$ cat src/design/power_ctl_pkg.sv
// Operation
// - Standby and full-function states chosen by a host-written control bit.
// - Host changes modes over the serial link; device answers setup queries.
// - In standby the parallel video output link is not driven.
// - In standby the sensor ignores exposure and readout control.
// - In standby the monitor video output is not driven.
// - Working configuration is kept unchanged through standby.
// - Serial command link stays fully working during standby.
// - Full function is reached at most 0.5 s after leaving standby.
// - Power-up from unpowered completes within at most 3 s.
// - During boot the indicator shows orange, sometimes alternating with green.
// - After a clean boot the indicator stays steadily orange.
// - An error after boot makes the indicator flash an error code (errors are taken only in run, not in standby or wake).
package power_ctl_pkg;
	localparam int CLK_HZ = 100_000_000;
	localparam int WAKE_MS = 500;
	localparam int BOOT_MS = 3000;
	localparam int WAKE_CYC = CLK_HZ / 1000 * WAKE_MS;
	localparam int BOOT_CYC = CLK_HZ / 1000 * BOOT_MS;
	localparam int BLINK_MS = 250;
	localparam int BLINK_CYC = CLK_HZ / 1000 * BLINK_MS;
	localparam int ERR_W = 4;

	typedef enum logic [4:0] {
		ST_BOOT = 5'h01,
		ST_RUN = 5'h02,
		ST_STANDBY = 5'h04,
		ST_WAKE = 5'h08,
		ST_ERROR = 5'h10
	} pwr_state_t;

	typedef enum logic [1:0] {
		LED_OFF = 2'h0,
		LED_ORANGE = 2'h1,
		LED_GREEN = 2'h2
	} led_color_t;

	typedef struct packed {
		logic video_en;
		logic sensor_en;
		logic monitor_en;
		logic ready;
	} pwr_enables_t;
endpackage : power_ctl_pkg

$ cat src/design/standby_power_status_control.sv
`timescale 1ns/100ps
module standby_power_status_control import power_ctl_pkg::*; #(
	parameter int WAKE_CYCLES = WAKE_CYC,
	parameter int BOOT_CYCLES = BOOT_CYC,
	parameter int BLINK_CYCLES = BLINK_CYC
) (
	// Clock and reset
	input wire logic clk_i,
	input wire logic rst_n_i,
	// Supply and control
	input wire logic supply_ok_i,
	input wire logic standby_sel_i,
	input wire logic boot_done_i,
	input wire logic error_i,
	input wire logic [ERR_W-1:0] error_code_i,
	// Trigger
	input wire logic external_frame_trigger_i,
	// Outputs
	output pwr_enables_t enables_o,
	output logic frame_start_o,
	output led_color_t led_o
);

	////////////////////////////////////////////////////////////////////////
	pwr_state_t state_r, state_nxt;
	logic [31:0] cnt_r, cnt_nxt;
	logic trig_r, trig_nxt;
	logic [ERR_W-1:0] err_r, err_nxt;

	// Serial link and configuration live outside this block and are never gated.
	always_comb begin
		state_nxt = state_r;
		cnt_nxt = cnt_r;
		err_nxt = err_r;
		trig_nxt = external_frame_trigger_i;
		case (state_r)
			ST_BOOT: begin
				// Bounded: forced to run at the limit even if the processor is late
				if (boot_done_i || cnt_r >= 32'(BOOT_CYCLES - 1)) begin
					state_nxt = ST_RUN;
					cnt_nxt = '0;
				end else begin
					cnt_nxt = cnt_r + 32'h1;
				end
			end
			ST_RUN: begin
				if (error_i) begin
					state_nxt = ST_ERROR;
					err_nxt = error_code_i;
					cnt_nxt = '0;
				end else if (standby_sel_i) begin
					state_nxt = ST_STANDBY;
				end
			end
			ST_STANDBY: begin
				if (!standby_sel_i) begin
					state_nxt = ST_WAKE;
					cnt_nxt = '0;
				end
			end
			ST_WAKE: begin
				if (standby_sel_i) begin
					state_nxt = ST_STANDBY;
				end else if (cnt_r >= 32'(WAKE_CYCLES - 1)) begin
					state_nxt = ST_RUN;
					cnt_nxt = '0;
				end else begin
					cnt_nxt = cnt_r + 32'h1;
				end
			end
			ST_ERROR: begin
				// Error is sticky until power cycles; blink phase counter
				cnt_nxt = cnt_r + 32'h1;
			end
			default: begin
				state_nxt = ST_BOOT;
				cnt_nxt = '0;
			end
		endcase
		if (!supply_ok_i) begin
			state_nxt = ST_BOOT;
			cnt_nxt = '0;
		end
	end

	always_ff @(posedge clk_i or negedge rst_n_i) begin
		if (!rst_n_i) begin
			state_r <= ST_BOOT;
			cnt_r <= '0;
			trig_r <= 1'b0;
			err_r <= '0;
		end else begin
			state_r <= state_nxt;
			cnt_r <= cnt_nxt;
			trig_r <= trig_nxt;
			err_r <= err_nxt;
		end
	end

	////////////////////////////////////////////////////////////////////////
	// Error and run both keep video alive; only standby/wake/boot gate it
	logic active, sensor_ok;
	assign active = (state_r == ST_RUN) || (state_r == ST_ERROR);
	// Triggers during wake are dropped, so the host must not count on them
	assign sensor_ok = active;

	pwr_enables_t en_nxt, en_r;
	logic start_nxt, start_r;
	led_color_t led_nxt, led_r;
	logic [31:0] blink_idx;

	always_comb begin
		en_nxt.video_en = active && (state_r != ST_STANDBY);
		en_nxt.sensor_en = sensor_ok;
		en_nxt.monitor_en = active;
		// Present power state, read back by the serial query decoder
		en_nxt.ready = active;
		start_nxt = sensor_ok && external_frame_trigger_i && !trig_r;
		blink_idx = cnt_r / 32'(BLINK_CYCLES);
		led_nxt = LED_ORANGE;
		if (!supply_ok_i) begin
			led_nxt = LED_OFF;
		end else if (state_r == ST_BOOT) begin
			// Alternate every blink period while the processor boots
			led_nxt = blink_idx[0] ? LED_GREEN : LED_ORANGE;
		end else if (state_r == ST_ERROR) begin
			// Code is the number of flashes in a window of 2*(2^(ERR_W+1)) periods
			if (blink_idx[0] || (32'(blink_idx[ERR_W+1:1]) >= 32'(err_r))) begin
				led_nxt = LED_OFF;
			end
		end
	end

	always_ff @(posedge clk_i or negedge rst_n_i) begin
		if (!rst_n_i) begin
			en_r <= '0;
			start_r <= 1'b0;
			led_r <= LED_OFF;
		end else begin
			en_r <= en_nxt;
			start_r <= start_nxt;
			led_r <= led_nxt;
		end
	end

	assign enables_o = en_r;
	assign frame_start_o = start_r;
	assign led_o = led_r;

	////////////////////////////////////////////////////////////////////////
	// Checker-only: length of the current wake interval
	int unsigned wake_len_r, wake_len_nxt;

	always_comb begin
		wake_len_nxt = 0;
		if (state_r == ST_WAKE) begin
			wake_len_nxt = wake_len_r + 1;
		end
	end

	always_ff @(posedge clk_i or negedge rst_n_i) begin
		if (!rst_n_i) begin
			wake_len_r <= 0;
		end else begin
			wake_len_r <= wake_len_nxt;
		end
	end
endmodule : standby_power_status_control

$ cat config.mk
export PLATFORM = sky130hd
export DESIGN_NAME = standby_power_status_control
export DESIGN_NICKNAME = d
export VERILOG_FILES = /design/src/design/power_ctl_pkg.sv /design/src/design/standby_power_status_control.sv
export SDC_FILE = /design/constraint.sdc
export NUM_CORES = 1
export LEC_CHECK = 0
export BUFFER_PORTS_ARGS = -buffer_cell sky130_fd_sc_hd__buf_2
export CAP_MARGIN = 20
export CORE_MARGIN = 1
export CORE_UTILIZATION = 45
export CTS_CLUSTER_DIAMETER = 150
export DETAILED_ROUTE_END_ITERATION = 8
export PLACE_DENSITY = 0.62
export REMOVE_ABC_BUFFERS = 1
export SLEW_MARGIN = 10
export SYNTH_ARGS = -nofsm -noshare
export SYNTH_HDL_FRONTEND = slang
export SYNTH_SLANG_ARGS = --single-unit
$ cat constraint.sdc
create_clock -name clk_i -period 8.2 [get_ports clk_i]
set_input_delay 0 -clock clk_i [delete_from_list [all_inputs] [get_ports clk_i]]
set_output_delay 0 -clock clk_i [all_outputs]
set_load 0.02 [all_outputs]
==> impl_results.md, run 1 <==
* Period minus WS final at 8.97 ns
* Starting Density at 46.3%
* Cell family with most CP delay: compound AO/OA/AOI/OAI gates
* Reg2reg start: cnt_r[15]
* Hold Slack at 0.0508 ns
* Largest family of logic cells by synthesized area: compound AO/OA/AOI/OAI gates
* Core area at 16700 um2
* # diodes at 0
* Asr flop ratio synth at 100%
* Via density at 6.04
* Status: complete, but fails checks
* Synth cell types at 113
* Clock Latency Late Sink at 0.29 ns
* Clock Skews at 0.00543 ns
* Die Span Y at 133 um
* Critical Path Max Stage Delay at 0.54 ns
* Crit. path cell count at 42
* Setup crit end kind: register
* Required time worst endpoint at 8.42 ns
* GRT Overall Usage at 32.6%
* Leakage power at 5.26 nW
* Unrepaired setup endpoints after global routing: true
* CP Launch Type: register
* Worst Hold Class: input pin to register
* Worst R2R End: led_o[0]
* Placed cells at 1663
* CTS Sinks at 47
* Largest area contributor in the netlist: dfrtp_1
* Top-Level Pins at 18
* Via count at 10400
* Synth Area in Compound Gates at 34.9%
* Final period utilization at 109%
* Number of flops mapped to enable cells by yosys at 0
* Fin nets at 1522
* # rows at 47
* First-pass detailed-route iteration total at 5
* Crit path max fanout at 10
* HPWL reported at the end of detailed placement at 22.7 mm
* Post-Synth XOR/XNOR Area at 7.91%
* Remaining antenna violation count at 0
* Max Clock Freq at 111 MHz
* Global-route wire length before repair at 47.4 mm
* Pwr Total at 0.665 mW
* Final Util at 73.7%
* Seq/Total Area, Yosys at 15.2%
* Max Cap Viol at 0
* DR WL/cell at 17.7 um
* Synth Register Bits at 47
* Register-to-Register Setup Slack at -0.77 ns
* Mapped Area at 7730 um2
* Worst rel slew slack at 52.8%
* Crit path capture: led_o[0]
* Vias in the first global route at 9740
* Top_reg_cell synth: dfrtp_1
* Slew @ Worst Pin at 0.703 ns
* DRC violations left at 0
* Iter 0 DRT Violations at 916
* Multiplexer area fraction after synthesis at 3.92%
* TritonCTS clock tree: built
* GRT overflow at 0
* Worst Setup SP: cnt_r[15]
* Most Frequent Cell on Critical Path: buf_4
* Initial antenna violation count at 0
* TritonCTS Buffers at 5
* Post-Synth Simple-Gate Area at 31.7%
* Final wirelength at 30.6 mm
* Avg Synthesized Cell Area at 7.06 um2
* Power Dens Cells at 54.1 nW/um2
* Final GP Congestion at 0.977
* Synth top area share at 14.9%
* Failing checks: setup timing
* Mapped Cells at 1096
* Final TNS setup at -1.49 ns
* Die W at 133 um
* Worst setup margin at -0.771 ns
* Kind of critical path: register to register
* H-tree Lvls at 2
* Worst-path clk slew at 0.07 ns
* Buffers on Ports at 17
* Layout cells sized above 1 at 43.4%
* Synth Area in Adders at 1.23%
* Final setup violation count at 2
* Largest net degree at the start of global routing at 48
* Root buf cell: clkbuf_16
* Hold Vio Cnt, Final at 0
* Max IR drop VDD at 0.000143 V
* CTS max path bufs at 2
* Max Slew Vio Count at 0
* FF-to-FF path depth at 42
* Crit path max-delay cell type: a2111o_1
* Layout area overhead at 59.2%
* Synth area leaders: dfrtp_1 (15%), nor2_1 (6.2%), xnor2_1 (5.6%)
* CP arrival at 9.19 ns
* Warning count from the yosys run at 0
* Die Area at 17700 um2
* CP bufs+invs at 7
* Non-Filler Instances at 1726
## synthesized netlist by cell type, types with 5 or more instances
| cell type | n |
|---|---|
| nor2_1 | 127 |
| nand2_1 | 92 |
| o21ai_0 | 84 |
| a21oi_1 | 72 |
| xnor2_1 | 49 |
| nand3_1 | 47 |
| dfrtp_1 | 46 |
| nor3_1 | 39 |
| clkbuf_1 | 35 |
| inv_1 | 29 |
| and3_1 | 24 |
| a31oi_1 | 23 |
| xor2_1 | 19 |
| and2_1 | 16 |
| buf_2 | 16 |
| nand2b_1 | 16 |
| or3_1 | 16 |
| nor4_1 | 15 |
| o21ai_1 | 15 |
| o31ai_1 | 15 |
| mux2i_1 | 14 |
| o211ai_1 | 13 |
| a21o_1 | 11 |
| a211oi_1 | 10 |
| mux2_2 | 10 |
| nand4_1 | 10 |
| or2_2 | 10 |
| or4_1 | 10 |
| nor2b_1 | 9 |
| o21a_1 | 9 |
| a211o_1 | 8 |
| and4_1 | 8 |
| o41ai_1 | 8 |
| a22oi_1 | 6 |
| ha_1 | 6 |
| nor3_2 | 6 |
| o211a_1 | 6 |
| o22ai_1 | 6 |
| nor3b_1 | 5 |
| o311a_1 | 5 |
## routing by layer
layer | global-route usage (%) | wire [um] | vias to the layer above
met3 | 2.53 | 1510 | 75
met1 | 42.9 | 13100 | 4991
met5 | 0 | 0 | -
met4 | 10.3 | 905 | 0
met2 | 56.1 | 15000 | 379
li1 | - | - | 4976
## flip-flops by register name (all words and copies together) (netlist names)
register,cells
err_r,4
cnt_r,32
frame_start_o,1
led_o,2
trig_r,1
state_r,5
enables_o,2
## how the worst min path moves through the flow
stage,startpoint,cells after the start,end,slack [ns]
after detailed placement,external_frame_trigger_i,1,trig_r,0.12
final,supply_ok_i,3,state_r[1],0.05
after floorplan,rst_n_i,0,cnt_r[0],-0.30
after CTS,supply_ok_i,3,state_r[1],0.05
after global placement,external_frame_trigger_i,1,trig_r,0.12
after global routing,supply_ok_i,3,state_r[1],0.07
## cell usage in the layout (no fill, tap or decap), types with 12 or more instances in the layout
master	instances
a21oi_1	61
a31oi_1	18
and2_1	15
and3_1	21
buf_2	17
buf_4	420
buf_6	13
dfrtp_1	46
inv_1	29
nand2_1	91
nand2b_1	13
nand3_1	43
nor2_1	117
nor3_1	31
nor3_2	13
nor4_1	13
o211ai_1	13
o21ai_0	75
o21ai_1	12
o31ai_1	12
or3_1	12
xnor2_1	44
xor2_1	17
## worst min-delay path: stages
cell and delay (ns):
buf_2 0.12, a21oi_1 0.12, a211oi_1 0.06
## timing repair
action	CTS	global route
gates resized for setup	90	92
hold buffers	7	0
setup buffers	15	31
hold endpoints to repair	53	0
pin swaps	27	62
setup endpoints to repair	2	2
cloned	0	0
## kinds of logic after synthesis
group | count (synthesis)
AND/OR/NAND/NOR | 475
AO/OA/AOI/OAI | 377
buffers and inverters | 93
XOR/XNOR | 69
flip-flops | 47
multiplexers | 27
adder cells (fa/ha/maj) | 8
## power breakdown
| group | switching [mW] | total (mW) | internal (mW) | leakage [nW] |
|---|---|---|---|---|
| Combinational | 0.0953 | 0.158 | 0.0631 | 4.54 |
| Clock | 0.0905 | 0.236 | 0.145 | 0.0844 |
| Sequential | 0.0173 | 0.271 | 0.254 | 0.639 |
| Total | 0.203 | 0.665 | 0.462 | 5.26 |
## stage by stage
step           setup WS (ns)  cell area (um2)
6_report              -0.771            12300
5_1_grt                -1.19            12300
4_1_cts               -0.480            11600
3_5_place_dp          -0.963            10800
3_3_place_gp          -0.764            10800
2_1_floorplan          -2.48             7470
## area by class of cell
class / instances / area [um2]
well taps: 220 / 275
inverters: 35 / 134
clock inverters: 3 / 47.5
fillers: 1293 / 4390
repair buffers: 460 / 3510
multi-input cells: 956 / 7040
clock buffers: 5 / 125
flip-flops and latches: 47 / 1180
(Power assumes the default switching activity.)
==> inputs of run 2 (changes only) <==
--- a/config.mk
+++ b/config.mk
@@ -9,3 +9,3 @@
 export CAP_MARGIN = 20
-export CORE_MARGIN = 1
+export CORE_MARGIN = 5
 export CORE_UTILIZATION = 45
--- a/constraint.sdc
+++ b/constraint.sdc
@@ -3,2 +3,2 @@
 set_output_delay 0 -clock clk_i [all_outputs]
-set_load 0.02 [all_outputs]
+set_load 0.1 [all_outputs]
==> run 2 against run 1 <==
Net effect: clock skew rose by 0.0035 ns; register-to-register slack got worse by 0.13 ns; routed wire length fell by 2.6%; combinational power rose by 23%; via count fell by 1.8%; largest cell class unchanged; highest routed layer is now met5; maximum frequency fell by 1.5%; the run still ends with setup timing left; sequential cell count did not move.
==> impl_results.md, run 2 (same netlist as run 1, synthesis figures left out) <==
* Max Cap Viol at 0
* Via count at 10200
* Max Slew Vio Count at 0
* Top-Level Pins at 18
* Leakage power at 5.22 nW
* Period minus WS final at 9.10 ns
* Die W at 141 um
* Layout area overhead at 55.3%
* Worst Hold Class: input pin to register
* Remaining antenna violation count at 0
* Worst rel slew slack at 49.8%
* Non-Filler Instances at 1721
* Placed cells at 1673
* Iter 0 DRT Violations at 875
* Buffers on Ports at 17
* # rows at 48
* Status: complete, but fails checks
* Die Span Y at 141 um
* Max IR drop VDD at 0.000164 V
* Slew @ Worst Pin at 0.747 ns
* Unrepaired setup endpoints after global routing: true
* TritonCTS clock tree: built
* CTS Sinks at 47
* Failing checks: setup timing
* Worst-path clk slew at 0.07 ns
* Pwr Total at 0.701 mW
* Clock Latency Late Sink at 0.29 ns
* Via density at 5.95
* HPWL reported at the end of detailed placement at 22.8 mm
* Initial antenna violation count at 1
* Root buf cell: clkbuf_16
* CP Launch Type: register
* Crit path max-delay cell type: or4_4
* First-pass detailed-route iteration total at 5
* GRT Overall Usage at 28.5%
* Vias in the first global route at 9924
* CTS max path bufs at 2
* Core area at 17100 um2
* DR WL/cell at 17.3 um
* Die Area at 19900 um2
* Kind of critical path: register to register
* Final TNS setup at -1.80 ns
* Fin nets at 1512
* Global-route wire length before repair at 48.2 mm
* DRC violations left at 0
* # diodes at 0
* H-tree Lvls at 2
* TritonCTS Buffers at 5
* Final setup violation count at 2
* Most frequent cells in the layout: buf_4 (415), nor2_1 (119), nand2_1 (91), o21ai_0 (78), a21oi_1 (63)
* Setup crit end kind: register
* Largest registers: cnt_r: 32 flops, state_r: 5 flops, err_r: 4 flops
* Clock Skews at 0.00898 ns
* Critical Path Max Stage Delay at 0.60 ns
* Max reg flops at 32
* Starting Density at 45.3%
* Commonest non-fill, non-tap cell in the layout: buf_4
* Largest net degree at the start of global routing at 48
* Power Dens Cells at 58.4 nW/um2
* Crit path max fanout at 7
* Worst setup margin at -0.904 ns
* Final GP Congestion at 1.01
* CP arrival at 9.32 ns
* Max Clock Freq at 110 MHz
* Final wirelength at 29.8 mm
* Hold Vio Cnt, Final at 0
* GRT overflow at 0
* Layout cells sized above 1 at 40.9%
* Required time worst endpoint at 8.42 ns
* Register with the most flip-flops: cnt_r
* Final period utilization at 111%
## run 2: cell types whose count changed in the layout (fill, tap and decap cells not counted), sizes merged
cell,before,now
buf,453,443
## run 2: path summary, 6_finish.rpt
check                      cells after the start  slack (ns)    endpoint   startpoint
hold reg to reg                                1        0.51    err_r[2]     err_r[2]
setup reg to reg                              38       -0.90    led_o[1]    cnt_r[21]
setup / recovery                              38       -0.90    led_o[1]    cnt_r[21]
hold / removal                                 3        0.06  state_r[1]  supply_ok_i
min in group asynchronous                      2        0.17  state_r[4]      rst_n_i
max in group asynchronous                      3        7.53   cnt_r[16]      rst_n_i
## run 2: metrics by stage
| step | hold slack, ns | worst slack [ns] | instance area, um2 | utilization [%] |
|---|---|---|---|---|
| finish | 0.0579 | -0.904 | 12000 | 70.4 |
| global placement | 0.122 | -0.902 | 10800 | 63.4 |
| CTS | 0.0490 | -0.651 | 11600 | 67.8 |
| detailed placement | 0.126 | -1.07 | 10800 | 63.5 |
| floorplan | -0.296 | -2.48 | 7470 | - |
| global route | 0.0913 | -1.26 | 12000 | 70.4 |
## run 2: timing repair
| item | CTS | global route |
|---|---|---|
| endpoints found under the setup margin | 2 | 2 |
| resized for setup | 73 | 57 |
| hold endpoints to repair | 52 | 0 |
| buffers inserted | 18 | 14 |
| hold buffers | 7 | 0 |
| pin swaps | 32 | 26 |
## run 2: layout make-up
type / count / area [um2]
Clock inverter: 3 / 47.5
Clock buffer: 5 / 125
Sequential cell: 47 / 1180
Tap cell: 225 / 282
Timing Repair Buffer: 450 / 3420
Multi-Input combinational cell: 956 / 6820
Inverter: 35 / 131
Fill cell: 1339 / 5050
## run 2: routing by layer
| layer | vias up | part of all wire, % | track usage, % | wire length, um |
|---|---|---|---|---|
| met1 | 4857 | 43 | 37.0 | 12800 |
| met4 | 2 | 3.2 | 8.47 | 962 |
| li1 | 4954 | - | - | - |
| met2 | 335 | 50 | 50.6 | 14800 |
| met5 | - | 0.064 | 0 | 19 |
| met3 | 85 | 4.2 | 2.04 | 1250 |
## run 2: worst max-delay path, delay by kind of cell (launching register included)
kind | cells | cell delay [ns]
AO/OA/AOI/OAI | 21 | 4.92
AND/OR/NAND/NOR | 12 | 3.00
buffers and inverters | 5 | 0.72
flip-flops | 1 | 0.37
## run 2: report_power, final
part           internal (mW)  switching, mW
registers              0.254         0.0182
clock network          0.145         0.0899
logic                 0.0611          0.133
